===== src/pcs_pkg.sv =====
// package: register map, field layout and reset values of the program counter block
package pcs_pkg;
    // register byte addresses on the apb bus (printed offsets are not all multiples of four: index times four)
    localparam logic [7:0] PCS_IDX_PC_LOW = 8'h02;
    localparam logic [7:0] PCS_IDX_PC_UPPER_BUF = 8'h0a;
    localparam logic [7:0] PCS_IDX_PC_STATUS = 8'h40;
    localparam logic [11:0] PCS_ADDR_PC_LOW = 12'h008;
    localparam logic [11:0] PCS_ADDR_PC_UPPER_BUF = 12'h028;
    localparam logic [11:0] PCS_ADDR_PC_STATUS = 12'h100;
    // widths
    localparam int PCS_PC_W = 13;
    localparam int PCS_BUF_W = 5;
    localparam int PCS_DEPTH = 8;
    localparam int PCS_PTR_W = 3;
    localparam int PCS_JUMP_W = 11;
    // fields
    localparam int PCS_PAGE_BIT = 3;
    // reset values
    localparam logic [7:0] PCS_RST_PC_LOW = 8'h00;
    localparam logic [4:0] PCS_RST_UPPER_BUF = 5'h00;
    localparam logic [12:0] PCS_RST_PC = 13'h0000;
    // sequencer operations
    typedef enum logic [2:0] {
        PCS_OP_STEP = 3'b000,
        PCS_OP_JUMP = 3'b001,
        PCS_OP_CALL = 3'b010,
        PCS_OP_RET = 3'b011,
        PCS_OP_IRQ = 3'b100,
        PCS_OP_HOLD = 3'b101
    } pcs_op_t;
    // apb slave phases
    typedef enum logic [0:0] {
        PCS_BUS_IDLE = 1'b0,
        PCS_BUS_DONE = 1'b1
    } pcs_bus_t;
endpackage : pcs_pkg


===== src/pcs_ret_stack.sv =====
// circular eight-entry return address stack
`timescale 1ns/10ps
module pcs_ret_stack (
    input wire logic clk_i,
    input wire logic sys_rst_i,
    input wire logic push_i,
    input wire logic pop_i,
    input wire logic [12:0] push_addr_i,
    output logic [12:0] top_o
);
    typedef struct packed {
        logic [pcs_pkg::PCS_PTR_W-1:0] ptr;
        logic [pcs_pkg::PCS_DEPTH-1:0][pcs_pkg::PCS_PC_W-1:0] mem;
    } pcs_stk_t;
    pcs_stk_t s_q;
    pcs_stk_t s_d;
    logic [pcs_pkg::PCS_PTR_W-1:0] top_idx;

    // top entry lies one below the write pointer
    assign top_idx = s_q.ptr - 3'h1;
    assign top_o = s_q.mem[top_idx];

    // next state: pointer wraps silently both ways
    always_comb begin
        s_d = s_q;
        if (push_i) begin
            s_d.mem[s_q.ptr] = push_addr_i;
            s_d.ptr = s_q.ptr + 3'h1;
        end else if (pop_i) begin
            s_d.ptr = top_idx;
        end
    end

    // state register
    always_ff @(posedge clk_i) begin
        if (sys_rst_i) begin
            s_q <= '0;
        end else begin
            s_q <= s_d;
        end
    end
endmodule : pcs_ret_stack


===== src/pcs_apb_slave.sv =====
// apb slave front end: decodes a transfer and answers one cycle later
`timescale 1ns/10ps
module pcs_apb_slave (
    input wire logic clk_i,
    input wire logic sys_rst_i,
    input wire logic psel_i,
    input wire logic penable_i,
    input wire logic pwrite_i,
    input wire logic [11:0] paddr_i,
    input wire logic [31:0] rdata_i,
    output logic acc_o,
    output logic pready_o,
    output logic [31:0] prdata_o
);
    typedef struct packed {
        pcs_pkg::pcs_bus_t st;
        logic ready;
        logic [31:0] rdata;
    } pcs_bus_st_t;
    pcs_bus_st_t b_q;
    pcs_bus_st_t b_d;

    // access phase completes when ready is seen high
    assign acc_o = psel_i & penable_i & b_q.ready;
    assign pready_o = b_q.ready;
    assign prdata_o = b_q.rdata;

    // one wait state in the access phase, then ready with read data
    always_comb begin
        b_d = b_q;
        b_d.ready = 1'b0;
        case (b_q.st)
            pcs_pkg::PCS_BUS_IDLE: begin
                if (psel_i && penable_i && !b_q.ready) begin
                    b_d.ready = 1'b1;
                    b_d.rdata = pwrite_i ? 32'h0000_0000 : rdata_i;
                    b_d.st = pcs_pkg::PCS_BUS_DONE;
                end
            end
            pcs_pkg::PCS_BUS_DONE: begin
                b_d.st = pcs_pkg::PCS_BUS_IDLE;
            end
            default: begin
                b_d.st = pcs_pkg::PCS_BUS_IDLE;
            end
        endcase
    end

    // state register
    always_ff @(posedge clk_i) begin
        if (sys_rst_i) begin
            b_q <= '0;
        end else begin
            b_q <= b_d;
        end
    end
endmodule : pcs_apb_slave


===== src/pcs_prog_counter.sv =====
// program counter with upper-bits buffer, return stack and page selection
// Function
// counter is 13 bits; low byte readable and writable by software
// upper bits 12:8 not directly accessible; loaded only from the buffer
// 5-bit buffer feeds the upper counter bits
// low byte and buffer decode the same address whatever bank; code compares all 12 address bits, other banks select nothing
// return stack holds eight 13-bit addresses
// stack and its pointer are invisible to software
// push on call instruction or interrupt branch
// pop on return, return with literal, interrupt exit; the code pops only on PCS_OP_RET
// push and pop leave the buffer unchanged
// ninth push overwrites the first, silently
// jump and call carry 11 address bits, one 2K page
// address bit 11 for jump and call comes from buffer bit 3
// software sets the page bit before jump or call
// push saves all 13 bits, returns need no page change
// writing the low byte loads upper bits from the buffer
// reset clears low byte and buffer, start at zero
//
// The APB interface to the registers was left to the implementer.
`timescale 1ns/10ps
module pcs_prog_counter (
    input wire logic clk_i,
    input wire logic sys_rst_i,
    input wire logic psel_i,
    input wire logic penable_i,
    input wire logic pwrite_i,
    input wire logic [11:0] paddr_i,
    input wire logic [31:0] pwdata_i,
    input wire logic [3:0] pstrb_i,
    output logic pready_o,
    output logic [31:0] prdata_o,
    output logic pslverr_o,
    input wire logic [2:0] op_i,
    input wire logic [10:0] target_i,
    input wire logic [12:0] irq_vector_i,
    output logic [12:0] pc_o
);
    // ----------------------------------------
    // state
    // ----------------------------------------
    typedef struct packed {
        logic [12:0] pc;
        logic [4:0] upper_buf;
        logic err;
    } pcs_state_t;
    pcs_state_t s_q;
    pcs_state_t s_d;

    logic acc;
    logic [31:0] rdata;
    logic [12:0] stack_top;
    logic push;
    logic pop;
    pcs_pkg::pcs_op_t op;

    // full 12-bit address compared: any other bank bits above the word index select no register
    function automatic logic [1:0] pcs_decode(input logic [11:0] addr);
        pcs_decode = 2'b00;
        if (addr == pcs_pkg::PCS_ADDR_PC_LOW) pcs_decode = 2'b01;
        else if (addr == pcs_pkg::PCS_ADDR_PC_UPPER_BUF) pcs_decode = 2'b10;
        else if (addr == pcs_pkg::PCS_ADDR_PC_STATUS) pcs_decode = 2'b11;
    endfunction : pcs_decode

    assign op = pcs_pkg::pcs_op_t'(op_i);
    assign push = (op == pcs_pkg::PCS_OP_CALL) || (op == pcs_pkg::PCS_OP_IRQ);
    assign pop = (op == pcs_pkg::PCS_OP_RET);

    // ----------------------------------------
    // read mux
    // ----------------------------------------
    // stack pointer is never readable
    always_comb begin
        rdata = 32'h0000_0000;
        case (pcs_decode(paddr_i))
            2'b01: rdata = {24'h00_0000, s_q.pc[7:0]};
            2'b10: rdata = {27'h000_0000, s_q.upper_buf};
            2'b11: rdata = {24'h00_0000, s_q.pc[7:0]}; // upper counter bits stay hidden
            default: rdata = 32'h0000_0000;
        endcase
    end

    pcs_apb_slave u_bus (
        .clk_i(clk_i),
        .sys_rst_i(sys_rst_i),
        .psel_i(psel_i),
        .penable_i(penable_i),
        .pwrite_i(pwrite_i),
        .paddr_i(paddr_i),
        .rdata_i(rdata),
        .acc_o(acc),
        .pready_o(pready_o),
        .prdata_o(prdata_o)
    );

    pcs_ret_stack u_stack (
        .clk_i(clk_i),
        .sys_rst_i(sys_rst_i),
        .push_i(push),
        .pop_i(pop),
        .push_addr_i(s_q.pc + 13'h0001),
        .top_o(stack_top)
    );

    // ----------------------------------------
    // next counter value
    // ----------------------------------------
    // software write to low byte wins over sequencer in the same cycle
    always_comb begin
        s_d = s_q;
        s_d.err = acc & (pcs_decode(paddr_i) == 2'b00);
        case (op)
            pcs_pkg::PCS_OP_STEP: s_d.pc = s_q.pc + 13'h0001;
            pcs_pkg::PCS_OP_JUMP,
            pcs_pkg::PCS_OP_CALL: begin
                s_d.pc = {s_q.upper_buf[4], s_q.upper_buf[pcs_pkg::PCS_PAGE_BIT], target_i};
            end
            pcs_pkg::PCS_OP_RET: s_d.pc = stack_top;
            pcs_pkg::PCS_OP_IRQ: s_d.pc = irq_vector_i;
            default: s_d.pc = s_q.pc;
        endcase
        if (acc && pwrite_i && pstrb_i[0]) begin
            if (pcs_decode(paddr_i) == 2'b01) begin
                s_d.pc = {s_q.upper_buf, pwdata_i[7:0]};
            end else if (pcs_decode(paddr_i) == 2'b10) begin
                s_d.upper_buf = pwdata_i[4:0];
            end
        end
    end

    // state register
    always_ff @(posedge clk_i) begin
        if (sys_rst_i) begin
            s_q.pc <= pcs_pkg::PCS_RST_PC;
            s_q.upper_buf <= pcs_pkg::PCS_RST_UPPER_BUF;
            s_q.err <= 1'b0;
        end else begin
            s_q <= s_d;
        end
    end

    assign pc_o = s_q.pc;
    assign pslverr_o = s_q.err;
endmodule : pcs_prog_counter


===== config.mk =====
export PLATFORM = sky130hd
export DESIGN_NAME = pcs_prog_counter
export DESIGN_NICKNAME = d
export VERILOG_FILES = /design/src/pcs_pkg.sv /design/src/pcs_ret_stack.sv /design/src/pcs_apb_slave.sv /design/src/pcs_prog_counter.sv
export SDC_FILE = /design/constraint.sdc
export NUM_CORES = 1
export LEC_CHECK = 0
export BUFFER_PORTS_ARGS = -buffer_cell sky130_fd_sc_hd__buf_4
export CAP_MARGIN = 20
export CORE_MARGIN = 3
export CORE_UTILIZATION = 50
export DETAILED_ROUTE_END_ITERATION = 10
export PLACE_DENSITY = 0.72
export SLEW_MARGIN = 20
export SYNTH_ARGS = -nofsm -noshare
export SYNTH_HDL_FRONTEND = slang
export SYNTH_HIERARCHICAL = 1
export SYNTH_SLANG_ARGS = --single-unit

===== constraint.sdc =====
create_clock -name clk_i -period 9 [get_ports clk_i]
set_clock_uncertainty 0.05 [all_clocks]
set_input_delay 0.9 -clock clk_i [delete_from_list [all_inputs] [get_ports clk_i]]
set_output_delay 0.9 -clock clk_i [all_outputs]
set_load 0.005 [all_outputs]

After elaboration in Yosys (flattened, before gate mapping)
Cells that the tools add are included.

operators by class
  equal/unequal tests = 12
  muxes and demuxes = 22
  reduce and logical (&&, ||, !) cells = 15
  multipliers = 0
  add/subtract/negate cells = 3
  magnitude comparators = 3
  shifts and indexed selects = 0
  div/mod/pow operators = 0
  bitwise operators = 5

operator list
  operator                                                                       count
  104-bit bitwise mux                                                            1
  13-bit case mux with 4 select lines                                            1
  13-bit binary-select mux with 3-bit select                                     1
  13-bit demux with 3-bit select                                                 1
  13-bit 2-to-1 mux                                                              3
  34-bit 2-to-1 mux                                                              1
  18-bit 2-to-1 mux                                                              1
  8-bit case mux with 2 select lines                                             1
  13-bit by 1-bit adder with 13-bit output (second input constant)               1
  12-bit by 4-bit == test with 1-bit output (second input constant)              1
  12-bit by 6-bit == test with 1-bit output (second input constant)              1
  12-bit by 9-bit == test with 1-bit output (second input constant)              1
  2-bit 2-to-1 mux                                                               6
  5-bit 2-to-1 mux                                                               2
  3-bit by 4-bit less-than comparator with 1-bit output (second input constant)  2
  8-bit 2-to-1 mux                                                               1
  2-bit == test (second input constant)                                          3
  3-bit by 2-bit == test with 1-bit output (second input constant)               2
  3-bit 2-to-1 mux                                                               2
  2-bit OR reduction                                                             3
  1-bit logical AND                                                              5
  2-bit by 1-bit == test with 1-bit output (second input constant)               2
  3-bit by 1-bit adder with 3-bit output (second input constant)                 1
  1-bit bitwise AND                                                              3
  other kinds (13)                                                               14

storage, ports and cells
  word-level logic and storage cells = 75
  bits in registers = 160
  ROM bits = 0
  output and inout bits = 47
  bits in latches = 0
  memories kept = 0
  input bits = 80
  memory bits (writable) = 0

Logic depth before layout (Yosys ltp)
Gate-level depths: netlist of run 1.

  depth in word-level cells = 12
  mapped depth = 14
  mapped depth without buffers = 10

Cells and area by module
The synthesis of run 1 kept the hierarchy.

modules (own cells, without submodules)
  module            area an instance (µm²)  sequential area each (µm²)  times used  cells an instance
  pcs_ret_stack     4931.0                  2142.1                      1           632
  pcs_prog_counter  1761.7                  380.4                       1           229
  pcs_apb_slave     1601.5                  660.6                       1           146

Worst setup path before layout of run 1
Ideal clock, no wire load.

  kind = register to register
  from = register u_stack/s_q[104] in the netlist's numbering
  to = register s_q, in the netlist pc_o[10]
  slack = 5907 ps
  clock period less this slack = 3093 ps
  stages on the path, launching flop included = 15
  data required time = 8816 ps
  arrival time = 2909 ps
  library setup time = 134 ps
  path through = dfxtp_1 -> buf_2 -> inv_2 -> buf_2 -> ha_1 -> buf_2 -> buf_2 -> mux2i_1 -> nand3_1 -> and4_1 -> mux2_2 -> a221oi_1 -> a31oi_1 -> a211oi_1 -> nor3_1

on the way
  longest elaborated chain between the ends = 6

ends and longest elaborated chain
  element                                        line                     source
  from (decl)                                    pcs_ret_stack.sv:15      pcs_stk_t s_q;
  from (signal assigned)                         pcs_ret_stack.sv:37      s_q <= '0;
  from (signal assigned)                         pcs_ret_stack.sv:39      s_q <= s_d;
  3-bit by 1-bit subtractor with 3-bit output *  pcs_ret_stack.sv:20      assign top_idx = s_q.ptr - 3'h1;
  13-bit binary-select mux with 3-bit select *   pcs_ret_stack.sv:21      assign top_o = s_q.mem[top_idx];
  13-bit 2-to-1 mux (implied by the code) *      pcs_ret_stack.sv:21
  net stack_top[10]                              pcs_prog_counter.sv:52   logic [12:0] stack_top;
  13-bit case mux with 4 select lines *          pcs_prog_counter.sv:112  case (op)
  13-bit 2-to-1 mux                              pcs_prog_counter.sv:123  if (pcs_decode(paddr_i) == 2'b01) begin
  18-bit 2-to-1 mux *                            pcs_prog_counter.sv:122  if (acc && pwrite_i && pstrb_i[0]) begin
  to (decl)                                      pcs_prog_counter.sv:47   pcs_state_t s_q;

The timed path passes the listed nets; every way through them passes the cells marked *. The select of a mux whose other input is x is not followed.
A chain may end at the register's enable or synchronous reset.

Worst setup path in the final report of run 1
  from = register u_stack/s_q[105] in the netlist's numbering
  to = register s_q, in the netlist pc_o[10]

The elaborated chain is that of the path after synthesis.

==> results.cfg, run 1 <==
[outcome]
outcome = completed

[detailed_routing]
antenna_left = 0
viasPerCell = 5.64
drc = 0
drtIter0Drc = 696
wirelength_mm = 21.4
routed-via-count = 7232
dr.pass1.iters = 6
wl_per_cell_um = 16.7

[place]
port-buffer-count = 99
dp_hpwl_mm = 14.2
globalplace.congestion = 0.862
pre_cts_ws_ps = 5110
dpl-instance-area_sq_mm = 0.00887

[cts]
clk_pin_slew_worst_paths_ps = 70
cts_sinks = 159
cts_buffers = 17
cts_htree_levels = 4
cts_resized = 0
cts_tree = yes
holdBufCountCts = 0
postCtsSetupBuffers = 0
cts_root_buffer = clkbuf_16
ctsLongestPathBuffers = 2
clk_latency_ps = 430

[power]
p_total_mw = 1.74
p_leak_nw = 3.42
ir_drop_mv = 0.169
p_per_area_mw_per_mm2 = 183

[timing]
max_freq_mhz = 256
setup_ws_ps = 5090
slew_headroom_pct = 27.7
whs_ps = 405
worst_slew_pin_slew_ps = 1080
setup_viol = 0
period_needed_ps = 3910
fin_setup_tns_ps = 0
final.period_utilization_pct = 43.4
slew_violations = 0
hold_viol = 0
rsz0062_at_grt = false

[cells_and_area]
design_area_sq_mm = 0.00947
layout.nets = 1136
diodes = 0
nFillCells = 1450
drive_gt1_share_pct = 15.5
areaGrowthSynthToFinish_pct = 14.2
seqCellArea_sq_mm = 0.00318
multi_input_area_sq_mm = 0.00461

[floorplanning]
core-area_sq_mm = 0.0161
die_area_sq_mm = 0.0182
start_util_pct = 51.7
chipWidth_um = 135
io_pins = 127
die_y_um = 135
num_rows = 46

[critical_path]
critPathBufInv = 2
crit_fanout = 42
critPathSlowestCell = dfxtp_1
critPathCaptureType = flip-flop
critPathLaunchType = flip-flop
crit_path_max_incr_delay_ps = 680
path_class = reg -> reg
required_ps = 9240
crit_chain = inv_1 -> ha_2 -> buf_4 -> mux2i_1 -> nand3_1 -> and4_1 -> mux2_2 -> a221oi_1 -> a31oi_1 -> a211oi_1 -> nor3_1
cp.arrival_ps = 4150
path_delay_family = buffers and inverters

[synthesis]
synth_cell_types = 69
seq_area_frac_synth_pct = 38.4
synth_edf_count = 0
yosysTopAreaCellShare_pct = 38.4
ys_top_cells_by_count = nand2_1 (229), dfxtp_1 (159), a21oi_1 (118), mux2i_1 (90), nand3_1 (61)
async_reset_ff_share_pct = 0
synthFlopType = dfxtp_1
netlist_top_cells_area = dfxtp_1 (38%), mux2i_1 (11%), nand2_1 (10%)
syn-cell-area_sq_mm = 0.00829
ys_warn_count = 6
syn_avg_cell_area_sq_um = 8.24
yosysMostFrequentCell = nand2_1
synthCells = 1007
yosysTopAreaCell = dfxtp_1
yosys_register_bits = 159

[global_routing]
grt_max_degree = 110
gr-usage-all-layers_pct = 23.3
grt_pass1_wl_mm = 34.2
grt_pass1_vias = 6595
antenna_found_initial = 0
grt_overflow = 0

[flow_run]
max_cap_viol_count = 0

[worst_hold_path]
hold_class = reg -> reg
## layout by cell type (no fill, tap or decap), drive strengths merged, types with 6 or more instances in the layout
master	n
a21oi	119
a22o	6
and4	14
buf	107
clkbuf	17
conb	24
dfxtp	159
inv	13
mux2i	90
nand2	229
nand2b	35
nand3	62
nand3b	7
nor2	24
nor3	12
o21ai	9
or3b	32
xnor2	9
xor2	8
## tightest hold or removal path: stages, from the launching register on
cell and delay [ps]:
dfxtp_1 310, nand2_1 50, a21oi_1 50
## power by group
part	switching, mW	internal [mW]	leakage, nW
clock	0.313	0.389	0.279
sequential	0.0190	0.719	1.29
combinational	0.176	0.122	1.86
total	0.508	1.23	3.42
## layout make-up
type	count	area share (%)
Timing Repair Buffer	107	8.61
Multi-Input combinational cell	762	48.6
Tap cell	216	2.85
Inverter	6	0.238
Clock buffer	17	4.49
Sequential cell	159	33.6
Clock inverter	15	1.56
## through the flow
step / utilization (%) / instances
final: 59.0 / 1282
after detailed placement: 55.3 / 1248
after global routing: 59.0 / 1282
after CTS: 58.8 / 1280
after global placement: 55.3 / 1248
after floorplan: - / 1030
## metal layers
metal	vias to the layer above	wire length (um)	track usage (%)
met5	-	0	0
met4	0	564	8.88
met3	52	1370	4.10
met2	262	10500	38.8
met1	3371	8900	30.4
li1	3547	-	-
## logic make-up after synthesis
kind of cell	share of synthesized area (%)
buffers and inverters	7.15
AO/OA/AOI/OAI	11.8
adder cells (fa/ha/maj)	0.453
AND/OR/NAND/NOR	29.1
XOR/XNOR	1.98
multiplexers	11.1
flip-flops	38.4
other	0.0452
## worst paths after layout
check | start | to | slack [ps] | cells after the start
setup reg to reg | u_stack/s_q[105] | pc_o[10] | 5090 | 11
setup / recovery | u_stack/s_q[105] | pc_o[10] | 5090 | 11
hold / removal | u_stack/s_q[54] | u_stack/s_q[54] | 400 | 2
hold reg to reg | u_stack/s_q[54] | u_stack/s_q[54] | 400 | 2
## sequential cells by signal (all words and copies together) (netlist names)
signal / count
u_bus/b_q: 1
u_stack/s_q: 107
pc_o: 13
pslverr_o: 1
u_bus/prdata_o: 32
s_q: 5
Note: power is estimated with default switching activity, not from simulation.
==> run 2, diff against run 1 <==
PLACE_DENSITY = 0.74   (was 0.72)
clock period = 3.16 ns   (was 9 ns; I/O delays follow)
==> run 2 against run 1 <==
Net effect:
- utilization grew 0.97 points
- non-clock buffer count is 21 higher
- sequential power rose to 2.8 times the previous value
- total power rose to 2.9 times the previous value
- highest routed layer unchanged
- register-to-register slack lost 4700 ps
- cell count is 1.6% higher
- clock power grew to 2.8 times the previous value
- count of clock-buffer cells in the layout increased by 3
- critical path depth did not move
- design area rose by 1.7%
- critical endpoint is now pc_o[4]
==> results.cfg, run 2 (same netlist as run 1, synthesis figures left out) <==
[detailed_routing]
drc = 0
dr.pass1.iters = 5
viasPerCell = 5.61
drtIter0Drc = 586
antenna_left = 0
wirelength_mm = 22.1
routed-via-count = 7309
wl_per_cell_um = 16.9

[global_routing]
grt_overflow = 0
grt_pass1_vias = 6865
grt_max_degree = 91
antenna_found_initial = 0
grt_pass1_wl_mm = 35.1
gr-usage-all-layers_pct = 24.0

[cells_and_area]
largest_register_ffs = 107
regMostFlops = u_stack/s_q
layout.nets = 1157
nFillCells = 1458
final_common_cell = nand2_1
areaGrowthSynthToFinish_pct = 16.1
drive_gt1_share_pct = 17.0
multi_input_area_sq_mm = 0.00461
seqCellArea_sq_mm = 0.00318
diodes = 0
layout_common_cells = nand2_1 (229), dfxtp_1 (159), buf_4 (126)
instances_no_fill = 1303

[critical_path]
crit_fanout = 25
r2r_end = pc_o[4]
path_class = reg -> reg
critPathCaptureType = flip-flop
reg2regPathDepth = 11
rrSetupSlack_ps = 360
startpoint = u_stack/s_q[104]
r2r_start = u_stack/s_q[104]
cp_common_cell = nand3_1
path_delay_family = adder cells
critPathSlowestCell = ha_2
endpoint = pc_o[4]
critPathBufInv = 3
crit_path_max_incr_delay_ps = 570
cp_num_cells = 11
critPathLaunchType = flip-flop
crit_chain = inv_2 -> ha_2 -> buf_12 -> buf_4 -> mux2i_1 -> nand3_1 -> and4_1 -> a221oi_1 -> o2bb2ai_1 -> nand3_1 -> a21oi_2
cp.arrival_ps = 3060
required_ps = 3420

[place]
placed_cells_incl_taps = 1271
globalplace.congestion = 0.864
dp_hpwl_mm = 14.9
port-buffer-count = 99

[floorplanning]
die_area_sq_mm = 0.0182
chipWidth_um = 135
start_util_pct = 51.7
die_y_um = 135
num_rows = 46
io_pins = 127
core-area_sq_mm = 0.0161

[timing]
max_freq_mhz = 357
slew_violations = 0
worst_slew_pin_slew_ps = 990
rsz0062_at_grt = false
slew_headroom_pct = 33.5
fin_setup_tns_ps = 0
period_needed_ps = 2800
hold_viol = 0
setup_viol = 0
final.period_utilization_pct = 88.6

[cts]
cts_tree = yes
cts_sinks = 159
holdBufCountCts = 0
cts_htree_levels = 4
cts_root_buffer = clkbuf_16
cts_resized = 0
clk_pin_slew_worst_paths_ps = 70
cts_buffers = 17
postCtsSetupBuffers = 0
clk_latency_ps = 430
ctsLongestPathBuffers = 2

[outcome]
outcome = completed

[flow_run]
max_cap_viol_count = 0

[worst_hold_path]
hold_class = in -> reg
hp-start = pwdata_i[6]

[power]
ir_drop_mv = 0.534
p_leak_nw = 3.52
p_per_area_mw_per_mm2 = 515
-- run 2: worst min-delay path: cells and delay by family --
family / cells / cell delay [ps]
buffers and inverters: 1 / 80
AND/OR/NAND/NOR: 1 / 70
AO/OA/AOI/OAI: 1 / 50
-- run 2: worst min path at each step --
stage | depth (start not counted) | end | slack, ps
after floorplan | 1 | pc_o[12] | 370
after global placement | 2 | u_stack/s_q[27] | 390
after detailed placement | 2 | u_stack/s_q[86] | 400
after CTS | 3 | pc_o[6] | 60
after global routing | 3 | pc_o[6] | 70
final | 3 | pc_o[6] | 60
-- run 2: cell type report --
class                   instances  area share, %
multi-input cells             762           47.9
well taps                     216           2.81
repair buffers                128           10.2
clock buffers                  20           4.74
flip-flops and latches        159           33.1
inverters                       6          0.234
clock inverters                12           1.07
-- run 2: stage by stage --
stage                     power (mW)  worst slack [ps]  cell area [sq um]  hold WS (ps)  util, %
final                           4.96               359               9630          63.6     60.0
after global routing            5.14               195               9630          74.6     60.0
after CTS                       4.98               379               9630          60.3     60.0
after detailed placement        3.04               420               9070           396     56.5
after global placement          3.03               432               9070           390     56.5
after floorplan                 2.75              66.9               8380           368        -
-- run 2: power breakdown --
group	internal [mW]	total, mW	switching [mW]
Clock	1.06	1.96	0.892
Sequential	2.05	2.09	0.0473
Combinational	0.386	0.909	0.523
-- run 2: metal layers --
| layer | wire (um) | global-route usage, % | up-vias |
|---|---|---|---|
| li1 | - | - | 3584 |
| met3 | 1300 | 5.22 | 48 |
| met4 | 582 | 8.37 | 0 |
| met2 | 10800 | 40.4 | 237 |
| met5 | 0 | 0 | - |
| met1 | 9340 | 30.7 | 3440 |
==> run 3, diff against run 2 <==
--- a/config.mk
+++ b/config.mk
@@ -7,2 +7,3 @@
 export LEC_CHECK = 0
+export ABC_AREA = 1
 export BUFFER_PORTS_ARGS = -buffer_cell sky130_fd_sc_hd__buf_4
==> constraint.sdc (replaced) <==
create_clock -name clk_i -period 3.16 [get_ports clk_i]
set_clock_uncertainty 0.05 [all_clocks]
set_input_delay 0.79 -clock clk_i [delete_from_list [all_inputs] [get_ports clk_i]]
set_output_delay 0.79 -clock clk_i [all_outputs]
set_load 0.005 [all_outputs]
==> run 3 against run 2 <==
Net effect:
- critical path depth grew 3
- synthesized cell count grew 42%
- critical path type unchanged
- sequential power grew 4%
- wire length grew 7.7%
- total power grew 5.9%
- largest power group unchanged
- maximum frequency grew 12%
- flip-flop and latch count is the same
- die area grew 3.5%
- largest cell class unchanged
- via count grew 16%
- sequential share of layout area shrank 1.4 points
==> results.cfg, run 3 <==
[outcome]
outcome = completed

[cells_and_area]
regMostFlops = u_stack/s_q
instances_no_fill = 1745
drive_gt1_share_pct = 12.3
multi_input_area_sq_mm = 0.00420
layout_common_cells = nor2_1 (353), nand2_1 (338), inv_1 (208)
nFillCells = 1674
final_common_cell = nor2_1
largest_register_ffs = 107
layout.nets = 1596
design_area_sq_mm = 0.0101
diodes = 0
areaGrowthSynthToFinish_pct = 17.0
seqCellArea_sq_mm = 0.00318

[power]
p_int_mw = 3.73
ir_drop_mv = 0.504
p_sw_mw = 1.52
p_total_mw = 5.25
p_leak_nw = 4.89
clkPwrFrac_pct = 40.2
power_frac_seq_pct = 41.3
p_per_area_mw_per_mm2 = 522
pwr-share-comb_pct = 18.4
switching_share_pct = 29.0

[cts]
clk_latency_ps = 420
cts_root_buffer = clkbuf_16
clk_pin_slew_worst_paths_ps = 60
cts_htree_levels = 4
cts_tree = yes
postCtsSetupBuffers = 0
cts_resized = 0
holdBufCountCts = 0
ctsLongestPathBuffers = 2
cts_sinks = 159
cts_buffers = 17

[critical_path]
r2r_end = pc_o[9]
reg2regPathDepth = 14
crit_fanout = 18
critPathCaptureType = flip-flop
path_delay_family = buffers and inverters
critPathBufInv = 3
crit_path_max_incr_delay_ps = 410
cp.arrival_ps = 2740
path_class = reg -> reg
critPathSlowestCell = dfxtp_1
cp_common_cell = nand2_1
required_ps = 3410
crit_chain = inv_2 -> ha_1 -> clkinv_1 -> buf_4 -> nand3_1 -> nand2_1 -> nand2_1 -> nand2_1 -> nand2_1 -> nand3_1 -> a21oi_1 -> nand2_1 -> nand2_1 -> a21oi_1
r2r_start = u_stack/s_q[105]
startpoint = u_stack/s_q[105]
rrSetupSlack_ps = 670
critPathLaunchType = flip-flop

[synthesis]
yosysTopAreaCell = dfxtp_1
synth_compound_area_share_pct = 9.17
syn_avg_cell_area_sq_um = 6.02
synth_top_family_by_area = simple AND/OR/NAND/NOR gates
syn-cell-area_sq_mm = 0.00860
synth_xor_area_share_pct = 0.699
synthFlopType = dfxtp_1
yosys.area_share.simple_pct = 37.4
yosys_register_bits = 159
yosysTopAreaCellShare_pct = 37.0
yosysMostFrequentCell = nor2_1
async_reset_ff_share_pct = 0
ys_warn_count = 6
netlist_top_cells_area = dfxtp_1 (37%), nor2_1 (15%), nand2_1 (15%)
yosys.area_share.adder_pct = 0.437
seq_area_frac_synth_pct = 37.0
synth_cell_types = 35
synth.area.mux_share_pct = 0
ys_top_cells_by_count = nor2_1 (353), nand2_1 (338), inv_1 (209), dfxtp_1 (159), nand3_1 (82)
synth_edf_count = 0
synthCells = 1428

[flow_run]
max_cap_viol_count = 0

[timing]
setup_viol = 0
slew_violations = 0
max_freq_mhz = 401
final.period_utilization_pct = 78.9
period_needed_ps = 2490
hold_viol = 0
fin_setup_tns_ps = 0
slew_headroom_pct = 41.2
worst_slew_pin_slew_ps = 878
rsz0062_at_grt = false

[detailed_routing]
antenna_left = 0
wirelength_mm = 23.7
drc = 0
routed-via-count = 8462
dr.pass1.iters = 7
drtIter0Drc = 574
wl_per_cell_um = 13.6
viasPerCell = 4.85

[place]
port-buffer-count = 99
placed_cells_incl_taps = 1714
globalplace.congestion = 0.939
dp_hpwl_mm = 16.0
dpl-instance-area_sq_mm = 0.00944

[floorplanning]
die_area_sq_mm = 0.0188
io_pins = 127
die_y_um = 137
num_rows = 47
chipWidth_um = 137
core-area_sq_mm = 0.0167
start_util_pct = 51.5

[worst_hold_path]
hp-start = s_q[3]
holdPathEnd = s_q[3]
hold_class = reg -> reg
min_path_cells = 2

[global_routing]
grt_pass1_vias = 7598
grt_max_degree = 66
antenna_found_initial = 0
gr-usage-all-layers_pct = 25.4
grt_pass1_wl_mm = 37.5
grt_overflow = 0
## run 3: cell count changes after synthesis, sizes merged, moves of 8 or more
cell    previous run  this run
xnor2              9         1
nor3              12         1
and4              14         0
inv                5       225
clkbuf            30        13
o21ai              9       123
nor2              24       360
nand3             62        84
a21oi            119        23
nand2            229       342
or3b              32         0
nand2b            35         0
mux2i             90         0
## run 3: worst register-to-register path, stage by stage, from the launching register on
cell      delay, ps
dfxtp_1         410
inv_2            70
ha_1            300
clkinv_1        290
buf_4           340
nand3_1         120
nand2_1          80
nand2_1          60
nand2_1          80
nand2_1          70
nand3_1          70
a21oi_1         190
nand2_1          80
nand2_1          80
a21oi_1          60
## run 3: layout make-up
type	count	area share [%]
Clock buffer	23	5.05
Inverter	226	8.44
Tap cell	220	2.74
Timing Repair Buffer	122	9.36
Sequential cell	159	31.7
Clock inverter	8	1.02
Multi-Input combinational cell	987	41.7
## run 3: layer usage
metal,track usage (%),share of wire (%),vias to the layer above
li1,-,-,4421
met3,5.37,6.6,34
met2,42.8,49,258
met5,0,0,-
met4,9.53,2.1,0
met1,31.9,42,3749
## run 3: how the worst max path moves through the flow
stage	cells past startpoint	slack [ps]	end
global route	14	470	pc_o[7]
finish	14	670	pc_o[9]
detailed placement	12	390	u_stack/s_q[68]
global placement	12	420	u_stack/s_q[72]
CTS	14	660	pc_o[9]
floorplan	11	790	u_stack/s_q[3]
## run 3: power groups by stage
stage	clock (mW)	sequential, mW	combinational, mW
after global routing	2.23	2.18	1.09
final	2.11	2.17	0.969
after floorplan	0	2.20	0.649
after detailed placement	0	2.21	0.954
after CTS	2.14	2.17	0.961
after global placement	0	2.21	0.941
## run 3: cells by family (layout without fill, tap and decap cells)
group | Yosys count | after routing
other | 1 | 24
DFF | 159 | 159
and+or+nand+nor | 800 | 800
buffers and inverters | 305 | 379
adders and majority gates | 3 | 3
xor gates and xnor gates | 6 | 6
AOI/OAI and AO/OA | 154 | 154
## run 3: stage by stage
stage	setup WS [ps]	hold slack, ps	util (%)
6_report	666	421	60.2
5_1_grt	471	452	60.2
3_5_place_dp	390	405	56.5
3_3_place_gp	419	403	56.5
4_1_cts	661	416	60.2
2_1_floorplan	792	385	-
